$ cat config.mk
export PLATFORM = sky130hd
export DESIGN_NAME = dlt_timers
export DESIGN_NICKNAME = d
export VERILOG_FILES = /design/src/rtl/dlt_pkg.sv /design/src/rtl/dlt_fall_det.sv /design/src/rtl/dlt_timers.sv
export VERILOG_INCLUDE_DIRS = /design/src /design/src/rtl
export SDC_FILE = /design/constraint.sdc
export NUM_CORES = 1
export LEC_CHECK = 0
export ABC_AREA = 1
export BUFFER_PORTS_ARGS = -buffer_cell sky130_fd_sc_hd__buf_4
export CORE_MARGIN = 3
export CORE_UTILIZATION = 40
export CTS_BUF_LIST = sky130_fd_sc_hd__clkbuf_4
export DETAILED_ROUTE_END_ITERATION = 6
export HOLD_SLACK_MARGIN = 0.03
export PLACE_DENSITY_LB_ADDON = 0.3
export SLEW_MARGIN = 0
export SYNTH_ARGS = -nofsm -noshare
export SYNTH_HDL_FRONTEND = slang
export SYNTH_SLANG_ARGS = --single-unit
$ cat constraint.sdc
create_clock -name clk_sys_in -period 2.3 [get_ports clk_sys_in]
set_input_delay 0 -clock clk_sys_in [delete_from_list [all_inputs] [get_ports clk_sys_in]]
set_output_delay 0 -clock clk_sys_in [all_outputs]
set_load 0.005 [all_outputs]
$ cat src/rtl/dlt_params.svh
// Register indices, field positions, reset values and counts
`ifndef DLT_PARAMS_SVH
`define DLT_PARAMS_SVH
//****************************************************************
// How it works
// - 13-bit: low five bits 0..31, then clear and high byte increments.
// - 13-bit: low bits 0..4 and all high bits count.
// - 13-bit: 0x1FFF rolls to zero and sets overflow flag.
// - Timers zero/one count only with run bit (control bits 4, 6), except timer one while zero is split.
// - Gate bit (mode bits 7, 3) adds the interrupt pin level.
// - Gate set needs pin high too; gate clear ignores pin.
// - Select bit (mode bits 6, 2): clock or external events.
// - Timer counts clock or clock/12; counter counts pin falls.
// - Mode 00 13-bit, 01 16-bit, 10 8-bit reload, 11 split.
// - Overflow flag sets on overflow, clears on vectoring.
// - 16-bit: low byte carries into high; 0xFFFF rolls to zero.
// - 8-bit reload: low byte reloads from high byte on overflow.
// - Split: zero low uses run/flag zero, high uses run/flag one.
// - Zero split: timer one still counts but raises no interrupt.
// - Timer one in split mode stops and holds its count.
// - Timer two overflow flag needs routing bits zero; software clears.
// - Writing one to timer two flags raises their request.
// - Enabled trigger fall sets external flag; disabled, no effect.
// - Timer two counts only while its run bit is one.
// - Timer two: clock or clock/12, or count pin falls.
// - Either routing bit disables capture; overflow reloads.
// - Plain mode counts 0000h..FFFFh, rolls, sets overflow flag.
// - Capture: trigger fall copies count to capture bytes, sets flag.
// - Reload: overflow loads reload bytes, sets flag same cycle.
// - Reload with enable: trigger fall reloads, sets external flag.
//****************************************************************
`define DLT_IDX_TCTL   8'h88
`define DLT_IDX_TMODE  8'h89
`define DLT_IDX_T0LO   8'h8A
`define DLT_IDX_T1LO   8'h8B
`define DLT_IDX_T0HI   8'h8C
`define DLT_IDX_T1HI   8'h8D
`define DLT_IDX_CKSEL  8'h8E
`define DLT_IDX_T2CTL  8'hC8
`define DLT_IDX_CAPLO  8'hCA
`define DLT_IDX_CAPHI  8'hCB
`define DLT_IDX_T2LO   8'hCC
`define DLT_IDX_T2HI   8'hCD
`define DLT_TC_FLAG1   7
`define DLT_TC_RUN1    6
`define DLT_TC_FLAG0   5
`define DLT_TC_RUN0    4
`define DLT_TM_GATE1   7
`define DLT_TM_SRC1    6
`define DLT_TM_GATE0   3
`define DLT_TM_SRC0    2
`define DLT_CK_PRE0    3
`define DLT_CK_PRE1    4
`define DLT_CK_PRE2    5
`define DLT_T2_OVF     7
`define DLT_T2_EXT     6
`define DLT_T2_RXR     5
`define DLT_T2_TXR     4
`define DLT_T2_TRIGEN  3
`define DLT_T2_RUN     2
`define DLT_T2_SRC     1
`define DLT_T2_CAPSEL  0
`define DLT_RST_BYTE   8'h00
`define DLT_RST_WORD   16'h0000
`define DLT_PRESCALE   4'hC
`endif

$ cat src/rtl/dlt_pkg.sv
// Types shared by the timer block
package dlt_pkg;
  // Mode field of each legacy timer, in ascending encoding
  typedef enum logic [1:0] {
    DLT_MODE_13BIT,
    DLT_MODE_16BIT,
    DLT_MODE_RELOAD,
    DLT_MODE_SPLIT
  } dlt_mode_t;
endpackage

$ cat src/rtl/dlt_fall_det.sv
// Falling edge detector for a group of synchronous input pins
`timescale 1ns/100ps
`default_nettype none
module dlt_fall_det #(
  parameter int N = 4
) (
  input  wire logic         clk_sys_in,
  input  wire logic         rst_n_in,
  input  wire logic [N-1:0] pins_in,
  output logic      [N-1:0] fall_out
);
  logic [N-1:0] cur_q;
  logic [N-1:0] prev_q;

  // Two successive samples; reset to high so no false edge at start
  always_ff @(posedge clk_sys_in) begin
    if (!rst_n_in) begin
      cur_q  <= '1;
      prev_q <= '1;
    end else begin
      cur_q  <= pins_in;
      prev_q <= cur_q;
    end
  end

  // High then low marks one fall, one cycle long
  assign fall_out = prev_q & ~cur_q;
endmodule
`default_nettype wire

$ cat src/rtl/dlt_timers.sv
// Two legacy timers and a capture/reload timer behind an APB slave
`timescale 1ns/100ps
`default_nettype none
`include "dlt_params.svh"
module dlt_timers
  import dlt_pkg::*;
#(
  parameter logic [3:0] PRESCALE = `DLT_PRESCALE
) (
  input  wire logic        clk_sys_in,
  input  wire logic        rst_n_in,
  input  wire logic        psel_in,
  input  wire logic        penable_in,
  input  wire logic        pwrite_in,
  input  wire logic [11:0] paddr_in,
  input  wire logic [31:0] pwdata_in,
  input  wire logic [3:0]  pstrb_in,
  output logic      [31:0] prdata_out,
  output logic             pready_out,
  output logic             pslverr_out,
  input  wire logic        ext_irq_pin_zero_in,
  input  wire logic        ext_irq_pin_one_in,
  input  wire logic        count_pin_zero_in,
  input  wire logic        count_pin_one_in,
  input  wire logic        timer_two_count_pin_in,
  input  wire logic        trigger_pin_in,
  input  wire logic        vector_ack_zero_in,
  input  wire logic        vector_ack_one_in,
  output logic             overflow_flag_zero_out,
  output logic             overflow_flag_one_out,
  output logic             timer_two_overflow_flag_out,
  output logic             timer_two_external_flag_out,
  output logic             timer_one_overflow_pulse_out
);
  //****************************************************************
  // Declarations
  //****************************************************************
  logic [3:0]  pre_q;
  logic        div_en;
  logic [3:0]  fall;
  logic [7:0]  timer_mode_reg_q;
  logic [7:0]  clock_select_reg_q;
  logic        run_bit_zero_q;
  logic        run_bit_one_q;
  logic        overflow_flag_zero_q;
  logic        overflow_flag_one_q;
  logic [7:0]  t0_lo_q;
  logic [7:0]  t0_hi_q;
  logic [7:0]  t1_lo_q;
  logic [7:0]  t1_hi_q;
  logic [5:0]  t2_ctl_q;
  logic        t2_ovf_q;
  logic        t2_ext_q;
  logic [15:0] t2_cnt_q;
  logic [15:0] t2_cnt_d;
  logic [15:0] cap_q;
  logic [15:0] cap_d;
  logic        pulse_q;
  logic        pready_q;
  logic        pslverr_q;
  logic [31:0] prdata_q;
  logic [7:0]  idx;
  logic        hit;
  logic        acc;
  logic        wr;
  logic [7:0]  wdat;
  logic [7:0]  rd_d;
  dlt_mode_t   mode0;
  dlt_mode_t   mode1;
  logic        split0;
  logic        src0;
  logic        src1;
  logic        src2;
  logic        tick0;
  logic        tick0_hi;
  logic        tick1;
  logic        tick2;
  logic [16:0] step0;
  logic [16:0] step1;
  logic        set0;
  logic        set1;
  logic        route;
  logic        wrap2;
  logic        trig2;
  logic        reload2;
  logic        capture2;

  //****************************************************************
  // Helpers
  //****************************************************************
  // One count step of a legacy timer; bit 16 is the overflow
  function automatic logic [16:0] dlt_step(input dlt_mode_t m,
                                           input logic [7:0] lo,
                                           input logic [7:0] hi);
    logic [16:0] r;
    r = {1'b0, hi, lo};
    case (m)
      DLT_MODE_13BIT: begin
        // Upper three low bits are left alone, software masks them
        if (lo[4:0] == 5'h1F) begin
          r[4:0]  = 5'h00;
          r[15:8] = hi + 8'h01;
          r[16]   = (hi == 8'hFF);
        end else begin
          r[4:0] = lo[4:0] + 5'h01;
        end
      end
      DLT_MODE_16BIT: begin
        r = {1'b0, hi, lo} + 17'h00001;
      end
      DLT_MODE_RELOAD: begin
        if (lo == 8'hFF) begin
          r = {1'b1, hi, hi};
        end else begin
          r[7:0] = lo + 8'h01;
        end
      end
      default: begin
        // Split low byte: plain 8-bit wrap
        if (lo == 8'hFF) begin
          r = {1'b1, hi, 8'h00};
        end else begin
          r[7:0] = lo + 8'h01;
        end
      end
    endcase
    return r;
  endfunction

  // True for every index the block answers
  function automatic logic dlt_mapped(input logic [7:0] i);
    case (i)
      `DLT_IDX_TCTL, `DLT_IDX_TMODE, `DLT_IDX_T0LO, `DLT_IDX_T1LO,
      `DLT_IDX_T0HI, `DLT_IDX_T1HI, `DLT_IDX_CKSEL, `DLT_IDX_T2CTL,
      `DLT_IDX_CAPLO, `DLT_IDX_CAPHI, `DLT_IDX_T2LO,
      `DLT_IDX_T2HI: dlt_mapped = 1'b1;
      default:       dlt_mapped = 1'b0;
    endcase
  endfunction

  //****************************************************************
  // Pin edges and prescaler
  //****************************************************************
  dlt_fall_det #(
    .N (4)
  ) u_fall (
    .clk_sys_in (clk_sys_in),
    .rst_n_in   (rst_n_in),
    .pins_in    ({trigger_pin_in, timer_two_count_pin_in,
                  count_pin_one_in, count_pin_zero_in}),
    .fall_out   (fall)
  );

  // Divide by twelve gives a one-cycle enable, not a new clock
  always_ff @(posedge clk_sys_in) begin
    if (!rst_n_in) begin
      pre_q <= 4'h0;
    end else if (div_en) begin
      pre_q <= 4'h0;
    end else begin
      pre_q <= pre_q + 4'h1;
    end
  end
  assign div_en = (pre_q == PRESCALE - 4'h1);

  //****************************************************************
  // APB slave
  //****************************************************************
  // Word index; unaligned or out-of-range addresses miss
  assign idx  = paddr_in[9:2];
  assign hit  = (paddr_in[11:10] == 2'b00) && (paddr_in[1:0] == 2'b00) && dlt_mapped(idx);
  assign acc  = psel_in && penable_in;
  assign wr   = acc && pready_q && pwrite_in && hit && pstrb_in[0];
  assign wdat = pwdata_in[7:0];

  // One wait state keeps read data and ready straight from flops
  always_ff @(posedge clk_sys_in) begin
    if (!rst_n_in) begin
      pready_q  <= 1'b0;
      pslverr_q <= 1'b0;
      prdata_q  <= 32'h0000_0000;
    end else begin
      pready_q  <= acc && !pready_q;
      pslverr_q <= acc && !pready_q && !hit;
      if (acc && !pready_q && !pwrite_in && hit) begin
        prdata_q <= {24'h00_0000, rd_d};
      end else begin
        prdata_q <= 32'h0000_0000;
      end
    end
  end

  // Read view; low half of the control register belongs elsewhere
  always_comb begin
    case (idx)
      `DLT_IDX_TCTL:  rd_d = {overflow_flag_one_q, run_bit_one_q,
                              overflow_flag_zero_q, run_bit_zero_q, 4'h0};
      `DLT_IDX_TMODE: rd_d = timer_mode_reg_q;
      `DLT_IDX_T0LO:  rd_d = t0_lo_q;
      `DLT_IDX_T1LO:  rd_d = t1_lo_q;
      `DLT_IDX_T0HI:  rd_d = t0_hi_q;
      `DLT_IDX_T1HI:  rd_d = t1_hi_q;
      `DLT_IDX_CKSEL: rd_d = clock_select_reg_q;
      `DLT_IDX_T2CTL: rd_d = {t2_ovf_q, t2_ext_q, t2_ctl_q};
      `DLT_IDX_CAPLO: rd_d = cap_q[7:0];
      `DLT_IDX_CAPHI: rd_d = cap_q[15:8];
      `DLT_IDX_T2LO:  rd_d = t2_cnt_q[7:0];
      `DLT_IDX_T2HI:  rd_d = t2_cnt_q[15:8];
      default:        rd_d = 8'h00;
    endcase
  end

  //****************************************************************
  // Configuration registers
  //****************************************************************
  // Mode, clock select and run bits
  always_ff @(posedge clk_sys_in) begin
    if (!rst_n_in) begin
      timer_mode_reg_q   <= `DLT_RST_BYTE;
      clock_select_reg_q <= `DLT_RST_BYTE;
      run_bit_zero_q     <= 1'b0;
      run_bit_one_q      <= 1'b0;
      t2_ctl_q           <= 6'h00;
    end else if (wr) begin
      if (idx == `DLT_IDX_TMODE) timer_mode_reg_q <= wdat;
      if (idx == `DLT_IDX_CKSEL) clock_select_reg_q <= wdat;
      if (idx == `DLT_IDX_T2CTL) t2_ctl_q <= wdat[5:0];
      if (idx == `DLT_IDX_TCTL) begin
        run_bit_zero_q <= wdat[`DLT_TC_RUN0];
        run_bit_one_q  <= wdat[`DLT_TC_RUN1];
      end
    end
  end

  //****************************************************************
  // Legacy timers zero and one
  //****************************************************************
  // Enable terms: run bit, optional gate pin, then source select
  assign mode0  = dlt_mode_t'(timer_mode_reg_q[1:0]);
  assign mode1  = dlt_mode_t'(timer_mode_reg_q[5:4]);
  assign split0 = (mode0 == DLT_MODE_SPLIT);
  assign src0   = clock_select_reg_q[`DLT_CK_PRE0] | div_en;
  assign src1   = clock_select_reg_q[`DLT_CK_PRE1] | div_en;
  assign tick0  = run_bit_zero_q
                && (!timer_mode_reg_q[`DLT_TM_GATE0] || ext_irq_pin_zero_in)
                && (timer_mode_reg_q[`DLT_TM_SRC0] ? fall[0] : src0);
  // Split high byte borrows run bit one and always counts clocks
  assign tick0_hi = split0 && run_bit_one_q && src0;
  // With run bit one lent to timer zero, timer one runs on its gate alone
  assign tick1  = (split0 || run_bit_one_q)
                && (mode1 != DLT_MODE_SPLIT)
                && (!timer_mode_reg_q[`DLT_TM_GATE1] || ext_irq_pin_one_in)
                && (timer_mode_reg_q[`DLT_TM_SRC1] ? fall[1] : src1);
  assign step0  = dlt_step(mode0, t0_lo_q, t0_hi_q);
  assign step1  = dlt_step(mode1, t1_lo_q, t1_hi_q);
  assign set0   = tick0 && step0[16];
  assign set1   = split0 ? (tick0_hi && t0_hi_q == 8'hFF)
                         : (tick1 && step1[16]);

  // Timer zero bytes; a software write beats a count step
  always_ff @(posedge clk_sys_in) begin
    if (!rst_n_in) begin
      t0_lo_q <= `DLT_RST_BYTE;
      t0_hi_q <= `DLT_RST_BYTE;
    end else begin
      if (wr && idx == `DLT_IDX_T0LO) begin
        t0_lo_q <= wdat;
      end else if (tick0) begin
        t0_lo_q <= step0[7:0];
      end
      if (wr && idx == `DLT_IDX_T0HI) begin
        t0_hi_q <= wdat;
      end else if (tick0_hi) begin
        t0_hi_q <= t0_hi_q + 8'h01;
      end else if (tick0 && !split0) begin
        t0_hi_q <= step0[15:8];
      end
    end
  end

  // Timer one bytes; in its own split mode it simply holds
  always_ff @(posedge clk_sys_in) begin
    if (!rst_n_in) begin
      t1_lo_q <= `DLT_RST_BYTE;
      t1_hi_q <= `DLT_RST_BYTE;
    end else begin
      if (wr && idx == `DLT_IDX_T1LO) begin
        t1_lo_q <= wdat;
      end else if (tick1) begin
        t1_lo_q <= step1[7:0];
      end
      if (wr && idx == `DLT_IDX_T1HI) begin
        t1_hi_q <= wdat;
      end else if (tick1) begin
        t1_hi_q <= step1[15:8];
      end
    end
  end

  // Overflow flags: set beats a vector clear or a software write
  always_ff @(posedge clk_sys_in) begin
    if (!rst_n_in) begin
      overflow_flag_zero_q <= 1'b0;
      overflow_flag_one_q  <= 1'b0;
    end else begin
      if (set0) begin
        overflow_flag_zero_q <= 1'b1;
      end else if (wr && idx == `DLT_IDX_TCTL) begin
        overflow_flag_zero_q <= wdat[`DLT_TC_FLAG0];
      end else if (vector_ack_zero_in) begin
        overflow_flag_zero_q <= 1'b0;
      end
      if (set1) begin
        overflow_flag_one_q <= 1'b1;
      end else if (wr && idx == `DLT_IDX_TCTL) begin
        overflow_flag_one_q <= wdat[`DLT_TC_FLAG1];
      end else if (vector_ack_one_in) begin
        overflow_flag_one_q <= 1'b0;
      end
    end
  end

  // Baud source keeps ticking even when its flag is lent away
  always_ff @(posedge clk_sys_in) begin
    if (!rst_n_in) begin
      pulse_q <= 1'b0;
    end else begin
      pulse_q <= tick1 && step1[16];
    end
  end

  //****************************************************************
  // Timer two
  //****************************************************************
  assign route    = t2_ctl_q[`DLT_T2_RXR] | t2_ctl_q[`DLT_T2_TXR];
  assign src2     = t2_ctl_q[`DLT_T2_SRC] ? fall[2]
                  : (clock_select_reg_q[`DLT_CK_PRE2] | div_en);
  assign tick2    = t2_ctl_q[`DLT_T2_RUN] && src2;
  assign wrap2    = tick2 && (t2_cnt_q == 16'hFFFF);
  assign trig2    = t2_ctl_q[`DLT_T2_TRIGEN] && fall[3];
  // Routing bits force reload on overflow and shut capture off
  assign reload2  = (wrap2 && (route || !t2_ctl_q[`DLT_T2_CAPSEL]))
                 || (trig2 && !t2_ctl_q[`DLT_T2_CAPSEL]);
  assign capture2 = trig2 && t2_ctl_q[`DLT_T2_CAPSEL] && !route;

  // Next count: reload, else step, then byte writes on top
  always_comb begin
    t2_cnt_d = t2_cnt_q;
    if (reload2) begin
      t2_cnt_d = cap_q;
    end else if (tick2) begin
      t2_cnt_d = t2_cnt_q + 16'h0001;
    end
    if (wr && idx == `DLT_IDX_T2LO) t2_cnt_d[7:0] = wdat;
    if (wr && idx == `DLT_IDX_T2HI) t2_cnt_d[15:8] = wdat;
  end

  // Capture bytes double as reload bytes
  always_comb begin
    cap_d = cap_q;
    if (capture2) cap_d = t2_cnt_q;
    if (wr && idx == `DLT_IDX_CAPLO) cap_d[7:0] = wdat;
    if (wr && idx == `DLT_IDX_CAPHI) cap_d[15:8] = wdat;
  end

  always_ff @(posedge clk_sys_in) begin
    if (!rst_n_in) begin
      t2_cnt_q <= `DLT_RST_WORD;
      cap_q    <= `DLT_RST_WORD;
    end else begin
      t2_cnt_q <= t2_cnt_d;
      cap_q    <= cap_d;
    end
  end

  // Timer two flags: only software clears, writing one forces them
  always_ff @(posedge clk_sys_in) begin
    if (!rst_n_in) begin
      t2_ovf_q <= 1'b0;
      t2_ext_q <= 1'b0;
    end else begin
      if (wrap2 && !route) begin
        t2_ovf_q <= 1'b1;
      end else if (wr && idx == `DLT_IDX_T2CTL) begin
        t2_ovf_q <= wdat[`DLT_T2_OVF];
      end
      if (trig2) begin
        t2_ext_q <= 1'b1;
      end else if (wr && idx == `DLT_IDX_T2CTL) begin
        t2_ext_q <= wdat[`DLT_T2_EXT];
      end
    end
  end

  //****************************************************************
  // Outputs
  //****************************************************************
  assign prdata_out                   = prdata_q;
  assign pready_out                   = pready_q;
  assign pslverr_out                  = pslverr_q;
  assign overflow_flag_zero_out       = overflow_flag_zero_q;
  assign overflow_flag_one_out        = overflow_flag_one_q;
  assign timer_two_overflow_flag_out  = t2_ovf_q;
  assign timer_two_external_flag_out  = t2_ext_q;
  assign timer_one_overflow_pulse_out = pulse_q;
endmodule
`default_nettype wire

==> results of run 1 <==
-- worst max-delay path: stages (launching register included) --
cell and delay, ns:
dfxtp_2 0.39, ha_1 0.17, nand2_1 0.11, nor2_1 0.18, ha_1 0.25, nor2_1 0.08, nor2_1 0.17, nand2_2 0.22
a21oi_1 0.19, nand2_1 0.07, nand3_1 0.09, nand2_1 0.05, inv_1 0.07
-- worst paths after layout --
kind                                   start                                        to  slack (ns)
setup / recovery     t1_lo_q[1]$_SDFFE_PN0P_                   t1_hi_q[0]$_SDFFE_PN0P_        0.22
hold / removal                   paddr_in[1]  timer_two_external_flag_out$_SDFFE_PN0P_        0.06
setup reg to reg     t1_lo_q[1]$_SDFFE_PN0P_                   t1_hi_q[0]$_SDFFE_PN0P_        0.22
hold reg to reg   u_fall.cur_q[2]$_SDFF_PN1_               u_fall.prev_q[2]$_SDFF_PN1_        0.43
-- logic make-up after synthesis --
logic type | synth area share, %
simple gates | 42.57
flops | 27.98
compound gates | 11.12
fa+ha+maj | 2.433
xor+xnor | 2.023
other cells | 0.04558
buf+inv | 13.83
-- timing repair --
action / in CTS / in global routing
endpoints found under the setup margin: 0 / 27
hold buffers: 31 / 0
resized for setup: 0 / 9
hold endpoints to repair: 111 / 0
-- through the flow --
stage	area [µm²]	std cells	util (%)	worst slack, ns
2_1_floorplan	8313	1418	-	0.3929
3_3_place_gp	9085	1721	45.78	0.1237
3_5_place_dp	9085	1721	45.78	0.04119
4_1_cts	9667	1784	48.71	0.02383
5_1_grt	9698	1785	48.87	0.009639
6_report	9698	1785	48.87	0.2176
-- placed cells by master (no fill, tap or decap), types with 4 or more instances in the layout --
cell type and count:
nand4_1 19, o21ai_0 39, or2_2 9, conb_1 24
clkbuf_4 19, dlygate4sd3_1 31, inv_1 195, buf_4 109
a21oi_1 88, o22ai_1 31, clkinv_4 5, nor2_2 6
nor4_1 9, nand2_2 11, inv_6 4, dfxtp_1 114
ha_1 16, nor2_1 146, nand2_1 399, xor2_1 19
nor3_1 13, nand3_1 178
-- per-layer routing --
metal | vias to the layer above | routed length [µm] | track usage (%)
li1 | 4649 | - | -
met1 | 4180 | 12880 | 37.02
met2 | 454 | 12420 | 38.44
met3 | 50 | 2905 | 5.663
met4 | 0 | 813 | 8.558
met5 | - | 0 | 0
-- state kept, by name, indices dropped and copies added, names as in the netlist, 4 cells and up --
signal              count
t2_cnt_q               16
u_fall.prev_q           4
t0_lo_q                 8
t2_ctl_q                6
timer_mode_reg_q        8
clock_select_reg_q      8
u_fall.cur_q            4
t1_hi_q                 8
pre_q                   4
t1_lo_q                 8
cap_q                  16
t0_hi_q                 8
prdata_out              8
-- power by group through the flow --
stage	Clock, mW	Combinational [mW]	Sequential, mW
after detailed placement	0	0.210	2.05
after floorplan	0	0.124	2.05
after CTS	1.53	0.245	2.01
final	1.50	0.248	2.01
after global routing	1.61	0.265	2.01
after global placement	0	0.209	2.05
-- layout make-up --
type,count,area [µm²]
diodes,1,2.502
clock buffers,19,142.6
clock inverters,13,128.9
fillers,2174,10150
inverters,197,739.5
multi-input cells,1034,4901
flip-flops and latches,115,2303
well taps,265,331.6
repair buffers,141,1149
==> impl_metrics.tcl, run 1 <==
set metrics [dict create \
    status "completed" \
    drive_gt1_share_pct 11.98 \
    syn_area_per_cell_um2 5.897 \
    slew_viol_final 0 \
    max_clock_freq_mhz 480.2 \
    track_usage_pct 25.82 \
    tightest_slew_ns 0.5678 \
    final_hold_viol_count 0 \
    post_cts_buffers 0 \
    hold_path_class "input port to flip-flop" \
    antenna_found_initial 1 \
    gp_congestion 0.9790 \
    timing.hold.ws_ns 0.05793 \
    cts.clk_slew.worst_paths_ns 0.12 \
    synth_area_mm2 0.008227 \
    die-area_mm2 0.02232 \
    grt_pass1_vias 8283 \
    drc 0 \
    intPower_mw 2.672 \
    cts-root-buf "clkbuf_4" \
    grt_overflow_total 0 \
    grt_first_pass_wirelength_um 44910 \
    switchingPower_mw 1.083 \
    io_pins 100 \
    clockBufferDepth 2 \
    relSlewSlack_pct 62.01 \
    rr_worst_depth 12 \
    ys_warn_count 0 \
    synthArstFlopShare_pct 0 \
    yosysTopAreaCellShare_pct 27.98 \
    period_needed_ns 2.082 \
    drtIter0Drc 1029 \
    fp.coreArea_mm2 0.01985 \
    holdPathStages 8 \
    synth_common_cells "nand2_1, inv_1, nand3_1" \
    syn_inst 1395 \
    seqPwrFrac_pct 53.5 \
    first_pass_iters 6 \
    syn_to_final_growth_pct 17.89 \
    hpwl_um 21170 \
    max_cap_violations 0 \
    path_class "flip-flop to flip-flop" \
    cp.required_ns 2.81 \
    clkSinkCount 115 \
    grt_max_degree 94 \
    postRouteAntennaNets 0 \
    die_w_um 149.4 \
    clock_power_share_pct 39.9 \
    port_buffers 48 \
    p_comb_share_pct 6.6 \
    endpoint_kind "flip-flop" \
    ctsHtreeMaxLevel 4 \
    p_sw_share_pct 28.84 \
    start_util_pct 41.45 \
    power_leakage_nw 4.648 \
    finalPower_mw 3.754 \
    num_rows 51 \
    synth_edf_count 0 \
    synth_ff_type "dfxtp_1" \
    fin_skew_ns 0.02251 \
    die_height_um 149.4 \
    setup_viol 0 \
    synth_area_leaders "dfxtp_1, nand2_1, nand3_1" \
    yosys.area.top_type "dfxtp_1" \
    yosysMostFrequentCell "nand2_1" \
    ys_seq_elements 115 \
    yosysUniqueCellTypes 38 \
    crit_arrival_ns 2.60 \
    yosysSeqAreaShare_pct 27.98 \
    drt_wl_total_um 29010 \
    worst-path-max-fanout 15 \
    cts_tree "built" \
    routedWlPerCell_um 16.25 \
    insertion_delay_ns 0.58 \
    final_nets 1583 \
    vias_per_cell 5.229 \
    setup_tns_ns 0 \
    fin_crit_sh_pct 90.54 \
    irDropWorstVdd_v 0.0004578 \
    start_kind "flip-flop" \
    numCtsBuffers 17 \
    powerDensity_mw_per_mm2 387.1 \
    num_vias 9333 \
    rsz0062_at_grt "no" \
]
Power figures use the tool's default switching activity.
==> inputs of run 2 (changes only) <==
Settings changed: PLACE_DENSITY_LB_ADDON 0.3 to 0.12.
==> impl_metrics.tcl, run 2 (same netlist as run 1, synthesis figures left out) <==
set metrics [dict create \
    status "finished with violations" \
    failed_checks "design-rule violations" \
    die_height_um 149.4 \
    dpl.cell_count 1722 \
    p_comb_share_pct 6.1 \
    port_buffers 48 \
    crit_arrival_ns 2.68 \
    cp_slowest_cell "dlygate4sd3_1" \
    start_util_pct 41.45 \
    routedWlPerCell_um 16.72 \
    die-area_mm2 0.02232 \
    tightest_slew_ns 0.5737 \
    min-delay-start "paddr_in[1]" \
    max_cap_violations 0 \
    post_cts_buffers 0 \
    rsz0062_at_grt "yes" \
    cts_tree "built" \
    die_w_um 149.4 \
    fin_crit_sh_pct 98.19 \
    numCtsBuffers 17 \
    switchingPower_mw 1.086 \
    irDropWorstVdd_v 0.0005231 \
    hpwl_um 21900 \
    cpLargestDelayFamily "buffers and inverters" \
    clkSinkCount 115 \
    num_rows 51 \
    clockBufferDepth 2 \
    cts-root-buf "clkbuf_4" \
    final_common_cell "nand2_1" \
    finalNonFillerCells 1775 \
    vias_per_cell 5.215 \
    final_hold_viol_count 0 \
    multi_input_area_mm2 0.004906 \
    gp_congestion 1.006 \
    crit_chain "dlygate4sd3_1 > buf_4 > nor4_4 > dlygate4sd3_1 > nand2_1 > inv_1 > nand3_2 > inv_1 > a21oi_1" \
    drive_gt1_share_pct 12.39 \
    cp.required_ns 2.72 \
    first_pass_iters 7 \
    insertion_delay_ns 0.56 \
    path_class "input port to flip-flop" \
    hold_path_class "input port to flip-flop" \
    fp.coreArea_mm2 0.01985 \
    relSlewSlack_pct 61.76 \
    max_clock_freq_mhz 442.8 \
    drt_wl_total_um 29670 \
    top_regs "cap_q x16, t2_cnt_q x16" \
    fin_skew_ns 0.04117 \
    cts.clk_slew.worst_paths_ns 0.14 \
    num_vias 9257 \
    grt_first_pass_wirelength_um 46150 \
    power_leakage_nw 4.624 \
    drtIter0Drc 886 \
    ctsHtreeMaxLevel 4 \
    syn_to_final_growth_pct 17.16 \
    endpoint_kind "flip-flop" \
    antenna_found_initial 1 \
    start_kind "input port" \
    slew_viol_final 0 \
    seqPwrFrac_pct 51.0 \
    worst-path-max-fanout 8 \
    regArea_mm2 0.002305 \
    grt_max_degree 40 \
    io_pins 100 \
    final_cell_mix "nand2_1, inv_1, nand3_1, nor2_1, dfxtp_1" \
    track_usage_pct 26.72 \
    post-place-ws_ns 0.1460 \
    period_needed_ns 2.258 \
    setup_tns_ns 0 \
    r2r-start "t0_lo_q[4]$_SDFFE_PN0P_" \
    worst_slack_ns 0.04153 \
    grt_pass1_vias 8179 \
    intPower_mw 2.854 \
    fill_cells 2196 \
    drc 2 \
    critPathBufInv 5 \
    startpoint "paddr_in[0]" \
    setup_viol 0 \
    clock_power_share_pct 42.9 \
    final_nets 1574 \
    powerDensity_mw_per_mm2 408.8 \
    postRouteAntennaNets 0 \
    grt_overflow_total 0 \
    p_sw_share_pct 27.56 \
    critPathMaxStageDelay_ns 0.73 \
]
[run 2: cell count changes in the layout (fill, tap and decap cells not counted), sizes merged]
cell / delta
dlygate4sd3: -10
bufinv: +2
clkbuf: -2
clkinvlp: -2
buf: +1
inv: +1
[run 2: power by group through the flow]
stage	registers (mW)	logic (mW)	clock network, mW
floorplan	2.05	0.124	0
global placement	2.05	0.208	0
detailed placement	2.05	0.209	0
CTS	2.01	0.236	1.74
global route	2.01	0.259	1.82
finish	2.01	0.240	1.69
[run 2: routing by layer]
layer	GRT usage (%)	part of all wire, %	vias to the layer above
li1	-	-	4628
met5	0	0	-
met2	39.39	42	394
met1	40.39	47	4198
met3	4.512	9.1	37
met4	6.545	1.9	0
[run 2: per-stage QoR]
step	utilization (%)	cell area, µm²	hold WS, ns	total power, mW
5_1_grt	48.57	9638	0.1131	4.095
6_report	48.57	9638	0.1258	3.940
4_1_cts	48.31	9587	0.04760	3.981
3_5_place_dp	45.75	9080	0.1897	2.262
2_1_floorplan	-	8313	0.1066	2.176
3_3_place_gp	45.75	9080	0.1875	2.261
[run 2: worst reg2reg max path, stage by stage, from the launching register on]
cell and delay [ns]:
dfxtp_1 0.46, inv_1 0.09, nor3_1 0.39, nand2_1 0.20, nor2_2 0.29, nand3_1 0.11
a21oi_1 0.19, nand2_1 0.08, nand3_1 0.08, nand2_1 0.05, inv_1 0.06
[run 2: what timing repair did]
item	in CTS	in global routing
hold buffers	20	1
resized for setup	0	14
hold endpoints to repair	99	8
endpoints found under the setup margin	0	36
[run 2: final cells by class]
| type | count | share of cell area, % |
|---|---|---|
| Clock inverter | 14 | 1.856 |
| Timing Repair Buffer | 132 | 10.87 |
| Sequential cell | 115 | 23.91 |
| Inverter | 197 | 7.672 |
| Multi-Input combinational cell | 1034 | 50.90 |
| Tap cell | 265 | 3.440 |
| Antenna cell | 1 | 0.02596 |
| Clock buffer | 17 | 1.324 |
[run 2: final timing paths]
kind	depth (start not counted)	to	slack, ns
worst min-delay path	6	t1_hi_q[4]$_SDFFE_PN0P_	0.13
worst min register to register	2	u_fall.prev_q[1]$_SDFF_PN1_	0.43
worst max register to register	10	t0_lo_q[5]$_SDFFE_PN0P_	0.24
worst max-delay path	9	cap_q[1]$_SDFFE_PN0P_	0.04
